--- config.mk ---
export PLATFORM = sky130hd
export DESIGN_NAME = tpc_cfg
export DESIGN_NICKNAME = d
export VERILOG_FILES = /design/src/core/tpc_pkg.sv /design/src/core/tpc_cfg.sv /design/src/core/tpc_pin.sv
export SDC_FILE = /design/constraint.sdc
export NUM_CORES = 1
export LEC_CHECK = 0
export BUFFER_PORTS_ARGS = -buffer_cell sky130_fd_sc_hd__buf_4
export CORE_UTILIZATION = 25
export DETAILED_ROUTE_END_ITERATION = 6
export PLACE_DENSITY = 0.52
export SYNTH_ARGS = -nofsm -noshare
export SYNTH_HDL_FRONTEND = slang
export SYNTH_SLANG_ARGS = --single-unit
--- constraint.sdc ---
create_clock -name clk_sys -period 7.17 [get_ports clk_sys]
set_clock_uncertainty 0.2 [all_clocks]
set_input_delay 1.0755 -clock clk_sys [delete_from_list [all_inputs] [get_ports clk_sys]]
set_output_delay 1.0755 -clock clk_sys [all_outputs]
set_load 0.01 [all_outputs]
--- src/core/tpc_pkg.sv ---
// Shared constants and types for the touch converter configuration bank
package tpc_pkg;

	localparam logic [7:0]  ADDR_CFG1       = 8'h01;
	localparam logic [7:0]  ADDR_CFG2       = 8'h02;
	localparam logic [15:0] CFG1_RESET      = 16'h0000;
	localparam logic [15:0] CFG2_RESET      = 16'h4040;
	localparam logic [15:0] RDATA_UNMAPPED  = 16'h0000;

	// Field positions of the power, pin and conversion configuration word
	localparam int POWER_HI        = 15;
	localparam int POWER_LO        = 14;
	localparam int PIN_FUNC_BIT    = 13;
	localparam int PIN_LEVEL_BIT   = 12;
	localparam int PIN_DIR_BIT     = 11;
	localparam int PIN_POL_BIT     = 10;
	localparam int REF_MODE_BIT    = 9;

	// Field positions of the conversion control word
	localparam int CONV_MODE_HI    = 11;
	localparam int CONV_MODE_LO    = 10;
	localparam int INTERVAL_HI     = 7;
	localparam int INTERVAL_LO     = 0;
	localparam logic [7:0] INTERVAL_OFF = 8'h00;

	// Interval timer: first step and step size, in ns, at a 8 ns clock
	localparam int CLK_PERIOD_NS      = 8;
	localparam int INTERVAL_BASE_NS   = 550000;
	localparam int INTERVAL_STEP_NS   = 35000;
	localparam int INTERVAL_BASE_CYC  = INTERVAL_BASE_NS / CLK_PERIOD_NS;
	localparam int INTERVAL_STEP_CYC  = INTERVAL_STEP_NS / CLK_PERIOD_NS;
	localparam int CNT_W              = 24;

	typedef enum logic [1:0] {
		TPC_PWR_OFF    = 2'b00,
		TPC_PWR_AUTO   = 2'b01,
		TPC_PWR_ON     = 2'b10,
		TPC_PWR_AUTO_B = 2'b11
	} tpc_power_e;

	typedef enum logic [1:0] {
		TPC_CONV_NONE   = 2'b00,
		TPC_CONV_SINGLE = 2'b01,
		TPC_CONV_SLAVE  = 2'b10,
		TPC_CONV_MASTER = 2'b11
	} tpc_conv_e;

	typedef enum logic [1:0] {
		TPC_TMR_IDLE = 2'b00,
		TPC_TMR_RUN  = 2'b01
	} tpc_tmr_e;

	typedef struct packed {
		logic adc;
		logic osc;
		logic bias;
		logic temp;
	} tpc_pwr_s;

	typedef struct packed {
		logic       wr_en;
		logic [7:0] addr;
		logic [15:0] wdata;
	} tpc_req_s;

	typedef struct packed {
		logic [15:0]        cfg1;
		logic [15:0]        cfg2;
		logic [15:0]        rdata;
		tpc_pwr_s           pwr;
		logic               aux_en;
		logic               batt_en;
		logic               single_ended;
		logic               conv_start;
		tpc_tmr_e           tmr;
		logic [CNT_W-1:0]   cnt;
		logic               touch_prev;
	} tpc_state_s;

	typedef struct packed {
		logic pad_out;
		logic pad_oe;
		logic level_in;
	} tpc_pin_s;

endpackage

--- src/core/tpc_cfg.sv ---
// Power, shared pin and conversion configuration bank with interval timer
//
// Function
// - I/O use of pin skips auxiliary, battery
// - Both selected: battery measured, auxiliary dropped
// - Sequence end, interval zero: mode cleared
// - Power 00: everything powered down
// - Power 01 master: off, wake on touch
// - Power 01 slave/single: converter on demand
// - Power 10: converter, bias, oscillator always on
// - Bit 13 selects analog channel or I/O
// - Bit 10 sets pin active level
// - Bit 9 selects ratiometric or single-ended
// - Mode codes: none, single, slave, master
// - Interval timer restart per slave/master mode
`timescale 1ns/1ps
module tpc_cfg #(
	parameter int INTERVAL_BASE_CYC = tpc_pkg::INTERVAL_BASE_CYC,
	parameter int INTERVAL_STEP_CYC = tpc_pkg::INTERVAL_STEP_CYC
) (
	input  wire logic          clk_sys,
	input  wire logic          sys_rst,
	input  tpc_pkg::tpc_req_s  req,
	input  wire logic          touched,
	input  wire logic          conv_busy,
	input  wire logic          seq_done,
	input  wire logic          aux_requested,
	input  wire logic          batt_requested,
	input  wire logic          pad_in,
	output logic [15:0]        reg_rdata,
	output tpc_pkg::tpc_pwr_s  pwr_en,
	output logic               aux_measure_en,
	output logic               batt_measure_en,
	output logic               single_ended,
	output logic               conv_start,
	output logic [1:0]         conv_mode,
	output logic               pad_out,
	output logic               pad_oe
);

	tpc_pkg::tpc_state_s s_q;
	tpc_pkg::tpc_state_s s_d;
	tpc_pkg::tpc_pin_s   pin_q;

	logic [1:0]                 power;
	logic [1:0]                 mode;
	logic [7:0]                 interval;
	logic                       io_use;
	logic                       touch_rise;
	logic [tpc_pkg::CNT_W-1:0]  load_val;
	logic [15:0]                cfg2_view;

	assign power    = s_q.cfg2[tpc_pkg::POWER_HI:tpc_pkg::POWER_LO];
	assign mode     = s_q.cfg1[tpc_pkg::CONV_MODE_HI:tpc_pkg::CONV_MODE_LO];
	assign interval = s_q.cfg1[tpc_pkg::INTERVAL_HI:tpc_pkg::INTERVAL_LO];
	assign io_use   = s_q.cfg2[tpc_pkg::PIN_FUNC_BIT];
	assign touch_rise = touched & ~s_q.touch_prev;
	// Interval 1 is the base time, each further step adds one step time
	assign load_val = tpc_pkg::CNT_W'(INTERVAL_BASE_CYC
		+ (int'(interval) - 1) * INTERVAL_STEP_CYC);

	////////////////////////////////////////////////////////////////////////
	// Shared pin

	tpc_pin u_pin (
		.clk_sys          (clk_sys),
		.sys_rst          (sys_rst),
		.pin_func         (io_use),
		.pin_dir          (s_q.cfg2[tpc_pkg::PIN_DIR_BIT]),
		.pin_polarity_bit (s_q.cfg2[tpc_pkg::PIN_POL_BIT]),
		.pin_level_bit    (s_q.cfg2[tpc_pkg::PIN_LEVEL_BIT]),
		.pad_in           (pad_in),
		.pin_q            (pin_q)
	);

	// Input direction reads back the pin, not the stored bit
	always_comb begin
		cfg2_view = s_q.cfg2;
		if (io_use && s_q.cfg2[tpc_pkg::PIN_DIR_BIT]) begin
			cfg2_view[tpc_pkg::PIN_LEVEL_BIT] = pin_q.level_in;
		end
	end

	////////////////////////////////////////////////////////////////////////
	// Next state

	always_comb begin
		s_d = s_q;
		s_d.conv_start = 1'b0;
		s_d.touch_prev = touched;

		// Hardware clear first so a same-cycle host write takes priority
		if (seq_done && interval == tpc_pkg::INTERVAL_OFF) begin
			s_d.cfg1[tpc_pkg::CONV_MODE_HI:tpc_pkg::CONV_MODE_LO] =
				tpc_pkg::TPC_CONV_NONE;
		end
		if (req.wr_en) begin
			if (req.addr == tpc_pkg::ADDR_CFG1) begin
				s_d.cfg1 = req.wdata;
			end else if (req.addr == tpc_pkg::ADDR_CFG2) begin
				s_d.cfg2 = req.wdata;
			end
		end

		if (req.addr == tpc_pkg::ADDR_CFG1) begin
			s_d.rdata = s_q.cfg1;
		end else if (req.addr == tpc_pkg::ADDR_CFG2) begin
			s_d.rdata = cfg2_view;
		end else begin
			s_d.rdata = tpc_pkg::RDATA_UNMAPPED;
		end

		// Channel selection
		s_d.aux_en  = aux_requested & ~io_use & ~batt_requested;
		s_d.batt_en = batt_requested & ~io_use;
		s_d.single_ended = s_q.cfg2[tpc_pkg::REF_MODE_BIT];

		// Power policy
		case (power)
			tpc_pkg::TPC_PWR_OFF: begin
				s_d.pwr = '0;
			end
			tpc_pkg::TPC_PWR_ON: begin
				s_d.pwr.adc  = 1'b1;
				s_d.pwr.osc  = 1'b1;
				s_d.pwr.bias = 1'b1;
				s_d.pwr.temp = conv_busy;
			end
			default: begin
				// Code 11 shares the code 01 policy
				if (mode == tpc_pkg::TPC_CONV_MASTER) begin
					s_d.pwr.adc  = touched | conv_busy;
					s_d.pwr.osc  = touched | conv_busy;
					s_d.pwr.bias = touched | conv_busy;
					s_d.pwr.temp = touched | conv_busy;
				end else begin
					s_d.pwr.adc  = conv_busy;
					s_d.pwr.temp = conv_busy;
					s_d.pwr.osc  = 1'b1;
					s_d.pwr.bias = 1'b1;
				end
			end
		endcase

		// Interval timer
		case (s_q.tmr)
			tpc_pkg::TPC_TMR_IDLE: begin
				if (mode == tpc_pkg::TPC_CONV_MASTER && touch_rise && !conv_busy) begin
					s_d.conv_start = 1'b1;
				end else if (seq_done && interval != tpc_pkg::INTERVAL_OFF
					&& (mode == tpc_pkg::TPC_CONV_SLAVE
					|| (mode == tpc_pkg::TPC_CONV_MASTER && touched))) begin
					s_d.tmr = tpc_pkg::TPC_TMR_RUN;
					s_d.cnt = load_val;
				end
			end
			tpc_pkg::TPC_TMR_RUN: begin
				if (mode != tpc_pkg::TPC_CONV_SLAVE && mode != tpc_pkg::TPC_CONV_MASTER) begin
					s_d.tmr = tpc_pkg::TPC_TMR_IDLE;
				end else if (mode == tpc_pkg::TPC_CONV_MASTER && !touched) begin
					s_d.tmr = tpc_pkg::TPC_TMR_IDLE;
				end else if (s_q.cnt <= tpc_pkg::CNT_W'(1)) begin
					s_d.tmr = tpc_pkg::TPC_TMR_IDLE;
					s_d.conv_start = 1'b1;
				end else begin
					s_d.cnt = s_q.cnt - tpc_pkg::CNT_W'(1);
				end
			end
			default: begin
				s_d.tmr = tpc_pkg::TPC_TMR_IDLE;
			end
		endcase
	end

	always_ff @(posedge clk_sys) begin
		if (sys_rst) begin
			s_q <= '{cfg1: tpc_pkg::CFG1_RESET, cfg2: tpc_pkg::CFG2_RESET,
				tmr: tpc_pkg::TPC_TMR_IDLE, default: '0};
		end else begin
			s_q <= s_d;
		end
	end

	assign reg_rdata       = s_q.rdata;
	assign pwr_en          = s_q.pwr;
	assign aux_measure_en  = s_q.aux_en;
	assign batt_measure_en = s_q.batt_en;
	assign single_ended    = s_q.single_ended;
	assign conv_start      = s_q.conv_start;
	assign conv_mode       = mode;
	assign pad_out         = pin_q.pad_out;
	assign pad_oe          = pin_q.pad_oe;
endmodule

--- src/core/tpc_pin.sv ---
// Shared pin driver: general-purpose I/O with direction and polarity
`timescale 1ns/1ps
module tpc_pin (
	input  wire logic clk_sys,
	input  wire logic sys_rst,
	input  wire logic pin_func,
	input  wire logic pin_dir,
	input  wire logic pin_polarity_bit,
	input  wire logic pin_level_bit,
	input  wire logic pad_in,
	output tpc_pkg::tpc_pin_s pin_q
);

	tpc_pkg::tpc_pin_s pin_d;

	always_comb begin
		pin_d = pin_q;
		// Drive only in I/O use with output direction
		pin_d.pad_oe = pin_func & ~pin_dir;
		// Polarity bit set: logic one is the active level of the pin; clear: the level is inverted
		pin_d.pad_out = pin_polarity_bit ? pin_level_bit : ~pin_level_bit;
		pin_d.level_in = pin_polarity_bit ? pad_in : ~pad_in;
	end

	always_ff @(posedge clk_sys) begin
		if (sys_rst) begin
			pin_q <= '0;
		end else begin
			pin_q <= pin_d;
		end
	end
endmodule

Yosys cells after proc, flatten, opt, wreduce, memory -nomap -nowiden
Cells that the tools add are included.

Add/subtract/negate cells: 3. Multipliers: 1. Order comparisons: 1. Equality and inequality tests: 14. Mux-type cells: 26. Bitwise operators: 13. Reduce and logical (&&, ||, !) cells: 21.

Operator list (number): $mux 24 (3); $mux 16 (4); $mux 26 (2); $pmux 24 s2 (1); $mux 28 (1); $add 18x23->24 const A (1); $le 24x1->1 const B (1); $sub 24x1->24 const B (1); $mul 9x14->23 const B (1); $ne 2x2->1 const B (7); $mux 12 (1); $logic_and 1x1->1 (9); $sub 8x1->9 const B (1); $eq 8x1->1 const B (1); $eq 8x2->1 const B (1); $logic_not 8->1 (1); $pmux 4 s2 (1); $reduce_bool 8->1 (1); $not 1->1 (7); $eq 2x2->1 const B (3); $mux 1 (6); $mux 2 (3); $reduce_and 3->1 (2); $reduce_and 6->1 (1); 13 further kinds (19).

Bits in registers: 86. Input port bits: 33.

Logic depth before layout (Yosys ltp)
Depth after elaboration: 7. Gate-level depth with buffers: 23. Depth with buffers taken out: 22.

By module
A second synthesis with hierarchy kept.

Cells, all modules: 744. Area, all modules: 6149.6 sq um.

Modules (own cells, without submodules): tpc_cfg (times used 1, cells an instance 736, area an instance 6057.1 sq um); tpc_pin (times used 1, cells an instance 8, area an instance 92.6 sq um).

Worst setup path after synthesis
No wires, ideal clock.

Path kind: register -> register. Start: reg s_q, in the netlist interval[3]. End: reg s_q[20] (netlist bit). Library setup time: 0.112 ns. Arrival time: 5.627 ns. Data required time: 6.858 ns. Path slack: 1.231 ns. Stages on the path, launching flop included: 22. Path buffers: 1. Path through: dfxtp_1 -> buf_2 -> or4_1 -> or2_2 -> nor3_1 -> xor2_1 -> ha_1 -> xor2_1 -> xnor2_1 -> fa_1 -> fa_1 -> inv_1 -> fa_1 -> inv_1 -> ha_1 -> a211oi_1 -> o21ai_0 -> o211ai_1 -> o211ai_1 -> a31oi_1 -> xor2_1 -> a2111oi_1.

Longest elaborated chain between the ends: 6. Elaborated cells between the ends (all ways): 11.

Ends and longest elaborated chain: start: declaration (line tpc_cfg.sv:41) `tpc_pkg::tpc_state_s s_q;`; start signal: assignment (line tpc_cfg.sv:177) `s_q <= '{cfg1: tpc_pkg::CFG1_RESET, cfg2: tpc_pkg::CFG2_RESET,`; $sub 8x1->9 (line tpc_cfg.sv:60) `+ (int'(interval) - 1) * INTERVAL_STEP_CYC);`; $mul 9x14->23 (line tpc_cfg.sv:60); $add 18x23->24 (line tpc_cfg.sv:60); $mux 26 (line tpc_cfg.sv:150) `end else if (seq_done && interval != tpc_pkg::INTERVAL_OFF`; $mux 26 (line tpc_cfg.sv:148) `if (mode == tpc_pkg::TPC_CONV_MASTER && touch_rise && !conv_busy) begin`; $pmux 24 s2 (line tpc_cfg.sv:146) `case (s_q.tmr)`.

Several ways; a longest one is shown, not always the timed one. The select of a mux whose other input is x is not followed. A chain may end at the register's enable or synchronous reset.

Worst setup path after layout
Ends and elaborated chain as after synthesis.

==> results.ini <==
[worst_setup_path]
required_ns = 7.20
crit_arrival_ns = 6.33
regToRegSetupSlack_ns = 0.87
end_kind = flop
startpoint_type = flop
critPathMaxFanout = 7
cp_top_family = adder cells
worst-path-buf-inv = 2
worstPathCellList = or4_1 > or2_2 > nor3_1 > xor2_1 > ha_1 > xor2_1 > xnor2_1 > fa_1 > fa_1 > inv_1 > fa_1 > inv_1 > ha_1 > a211oi_1 > o21ai_0 > o211ai_1 > o211ai_1 > a31oi_1 > xor2_1 > a2111oi_1
crit_type = flop to flop
slowest_stage = or4_1
max_stage_delay_ns = 0.54

[yosys]
ys_ff_latch = 84
avgSynthCellArea_um2 = 8.22
async_flop_share_pct = 0
syn_nets = 871
synthTopCellsByCount = nand2_1 (96), dfxtp_1 (84), ha_1 (80), a21oi_1 (62), nor2_1 (55)
ys.warnings.count = 0
yosysTopAreaCellShare_pct = 27.6
yosysMostFrequentCell = nand2_1
synth_area_leaders = dfxtp_1 (28%), ha_1 (16%), nand2_1 (5.9%)
netlist_area_um2 = 6090
yosys.area.top_type = dfxtp_1
ys_seq_area_share_pct = 27.6
syn_inst = 741
synth_flop_cell = dfxtp_1
synth_edf_count = 0
yosysUniqueCellTypes = 57

[global_routing]
grt_pass1_vias = 4829
gr-usage-all-layers_pct = 12.1
grt_overflow = 0
antenna_found_initial = 0
grt_max_degree = 85
grt_pass1_wl_mm = 24.0

[die]
core_area_um2 = 23700
die_y_um = 158
initial_core_util_pct = 25.7
fp.dieW_um = 158
die_area_um2 = 25000
rows = 56
ios = 61

[timing]
worst_slew_pin_slew_ns = 1.02
slew_headroom_pct = 31.7
rsz0062_at_grt = no
max_freq_mhz = 159
hold_violations = 0
min_period_ns = 6.30
setup_viol = 0
slew_viol_final = 0
finalCritPeriodShare_pct = 87.9
fin_setup_tns_ns = 0
setup_ws_ns = 0.871

[worst_hold_path]
min_path_type = flop to flop

[finish]
nets = 893
regArea_um2 = 1680
layout-drive-gt1-share_pct = 11.8
area_growth_pct = 14.7
final_area_um2 = 6990
n_fill_cell = 2617
diodes = 0
multi_input_comb_area_um2 = 3930

[route]
wl_mm = 14.5
via_per_inst = 4.64
drt_first_pass_iters = 4
vias = 5048
ant_nets = 0
dr.first_iter.drc_count = 236
drcViolationCount = 0
wl_per_cell_um = 13.4

[cts]
clock_sinks = 84
post_cts_buffers = 0
clkLatencyLatePin_ns = 0.35
ctsHoldBuffers = 0
cts_buffer_depth = 2
post_cts_resized = 0
path_clk_slew_ns = 0.07
cts_tree = built
htree_levels = 3
clock-root-buffer = clkbuf_16
cts_made_buffers = 9

[outcome]
status = complete, no violations

[placement]
dpl_cell_area_um2 = 6680
dp_slack_ns = 0.865
numPortBuffers = 60
dp.final_hpwl_mm = 11.1
globalplace.congestion = 0.763

[pwr]
p_leak_nw = 2.88
finalPower_mw = 1.07
peakVddDrop_mv = 0.124
p_per_area_nw_per_um2 = 154

[job]
cap_viol_max_count = 0

## power breakdown
group | leakage [nW] | switching (mW) | internal (mW)
registers | 0.679 | 0.000857 | 0.469
logic | 2.05 | 0.0763 | 0.0602
clock network | 0.148 | 0.220 | 0.247
## cells in the final DEF (no fill, tap or decap), types with 4 or more instances in the layout
master and instances:
a211oi_1 11, a21o_1 5, a21oi_1 62, a22oi_1 25
a31oi_1 4, and3_1 5, buf_4 66, clkbuf_16 9
dfxtp_1 84, fa_1 17, ha_1 80, inv_1 46
nand2_1 96, nand2b_1 8, nand3_1 13, nand3b_1 4
nand4_1 4, nor2_1 55, nor2b_1 6, nor3_1 20
nor3b_1 4, nor4_1 6, o211ai_1 8, o21ai_0 32
o21bai_1 7, o22ai_1 4, or3_1 8, or4_1 4
xnor2_1 14, xor2_1 18
## routing by layer
metal,part of all wire [%],global-route usage [%]
met1,49,15.7
met2,47,20.5
met3,3.2,2.11
met4,1.1,3.30
met5,0,0
## cell families (layout without fill, tap and decap cells)
| logic type | Yosys count | count (layout) | share of synthesized area [%] |
|---|---|---|---|
| AOI/OAI and AO/OA | 178 | 178 | 18.3 |
| DFF | 84 | 84 | 27.6 |
| and+or+nand+nor | 247 | 247 | 19.4 |
| buffers and inverters | 102 | 129 | 7.85 |
| adders and majority gates | 97 | 97 | 22.0 |
| xor gates and xnor gates | 32 | 32 | 4.60 |
| muxes | 1 | 1 | 0.185 |
## worst min-delay path: cells and delay by family, from the launching register on
kind | cells | cell delay [ns]
simple gates | 1 | 0.05
compound gates | 1 | 0.05
flops | 1 | 0.31
## flip-flops by register name, indices dropped and copies added (netlist names), 2 cells and up
register / count
reg_rdata: 16
s_q: 33
pwr_en: 3
cfg2_view: 15
conv_mode: 2
interval: 8
u_pin.pin_q: 3
## per-stage QoR
| step | instances | hold WS (ns) | utilization [%] |
|---|---|---|---|
| floorplan | 741 | 0.236 | - |
| global placement | 1071 | 0.242 | 28.2 |
| detailed placement | 1071 | 0.247 | 28.2 |
| CTS | 1087 | 0.257 | 29.5 |
| global route | 1087 | 0.276 | 29.5 |
| finish | 1087 | 0.256 | 29.5 |
## final timing paths
| path | start | to | cells past startpoint |
|---|---|---|---|
| worst max-delay path | interval[3] | s_q[20] | 20 |
| worst min-delay path | cfg2_view[7] | cfg2_view[7] | 2 |
| worst max register to register | interval[3] | s_q[20] | 20 |
| worst min register to register | cfg2_view[7] | cfg2_view[7] | 2 |
## final cells by class
class	instances	area share, %
flip-flops and latches	84	24.1
well taps	319	5.71
clock buffers	9	3.22
clock inverters	7	1.13
multi-input cells	555	56.2
repair buffers	66	7.09
inverters	47	2.53
(Power assumes the default switching activity.)
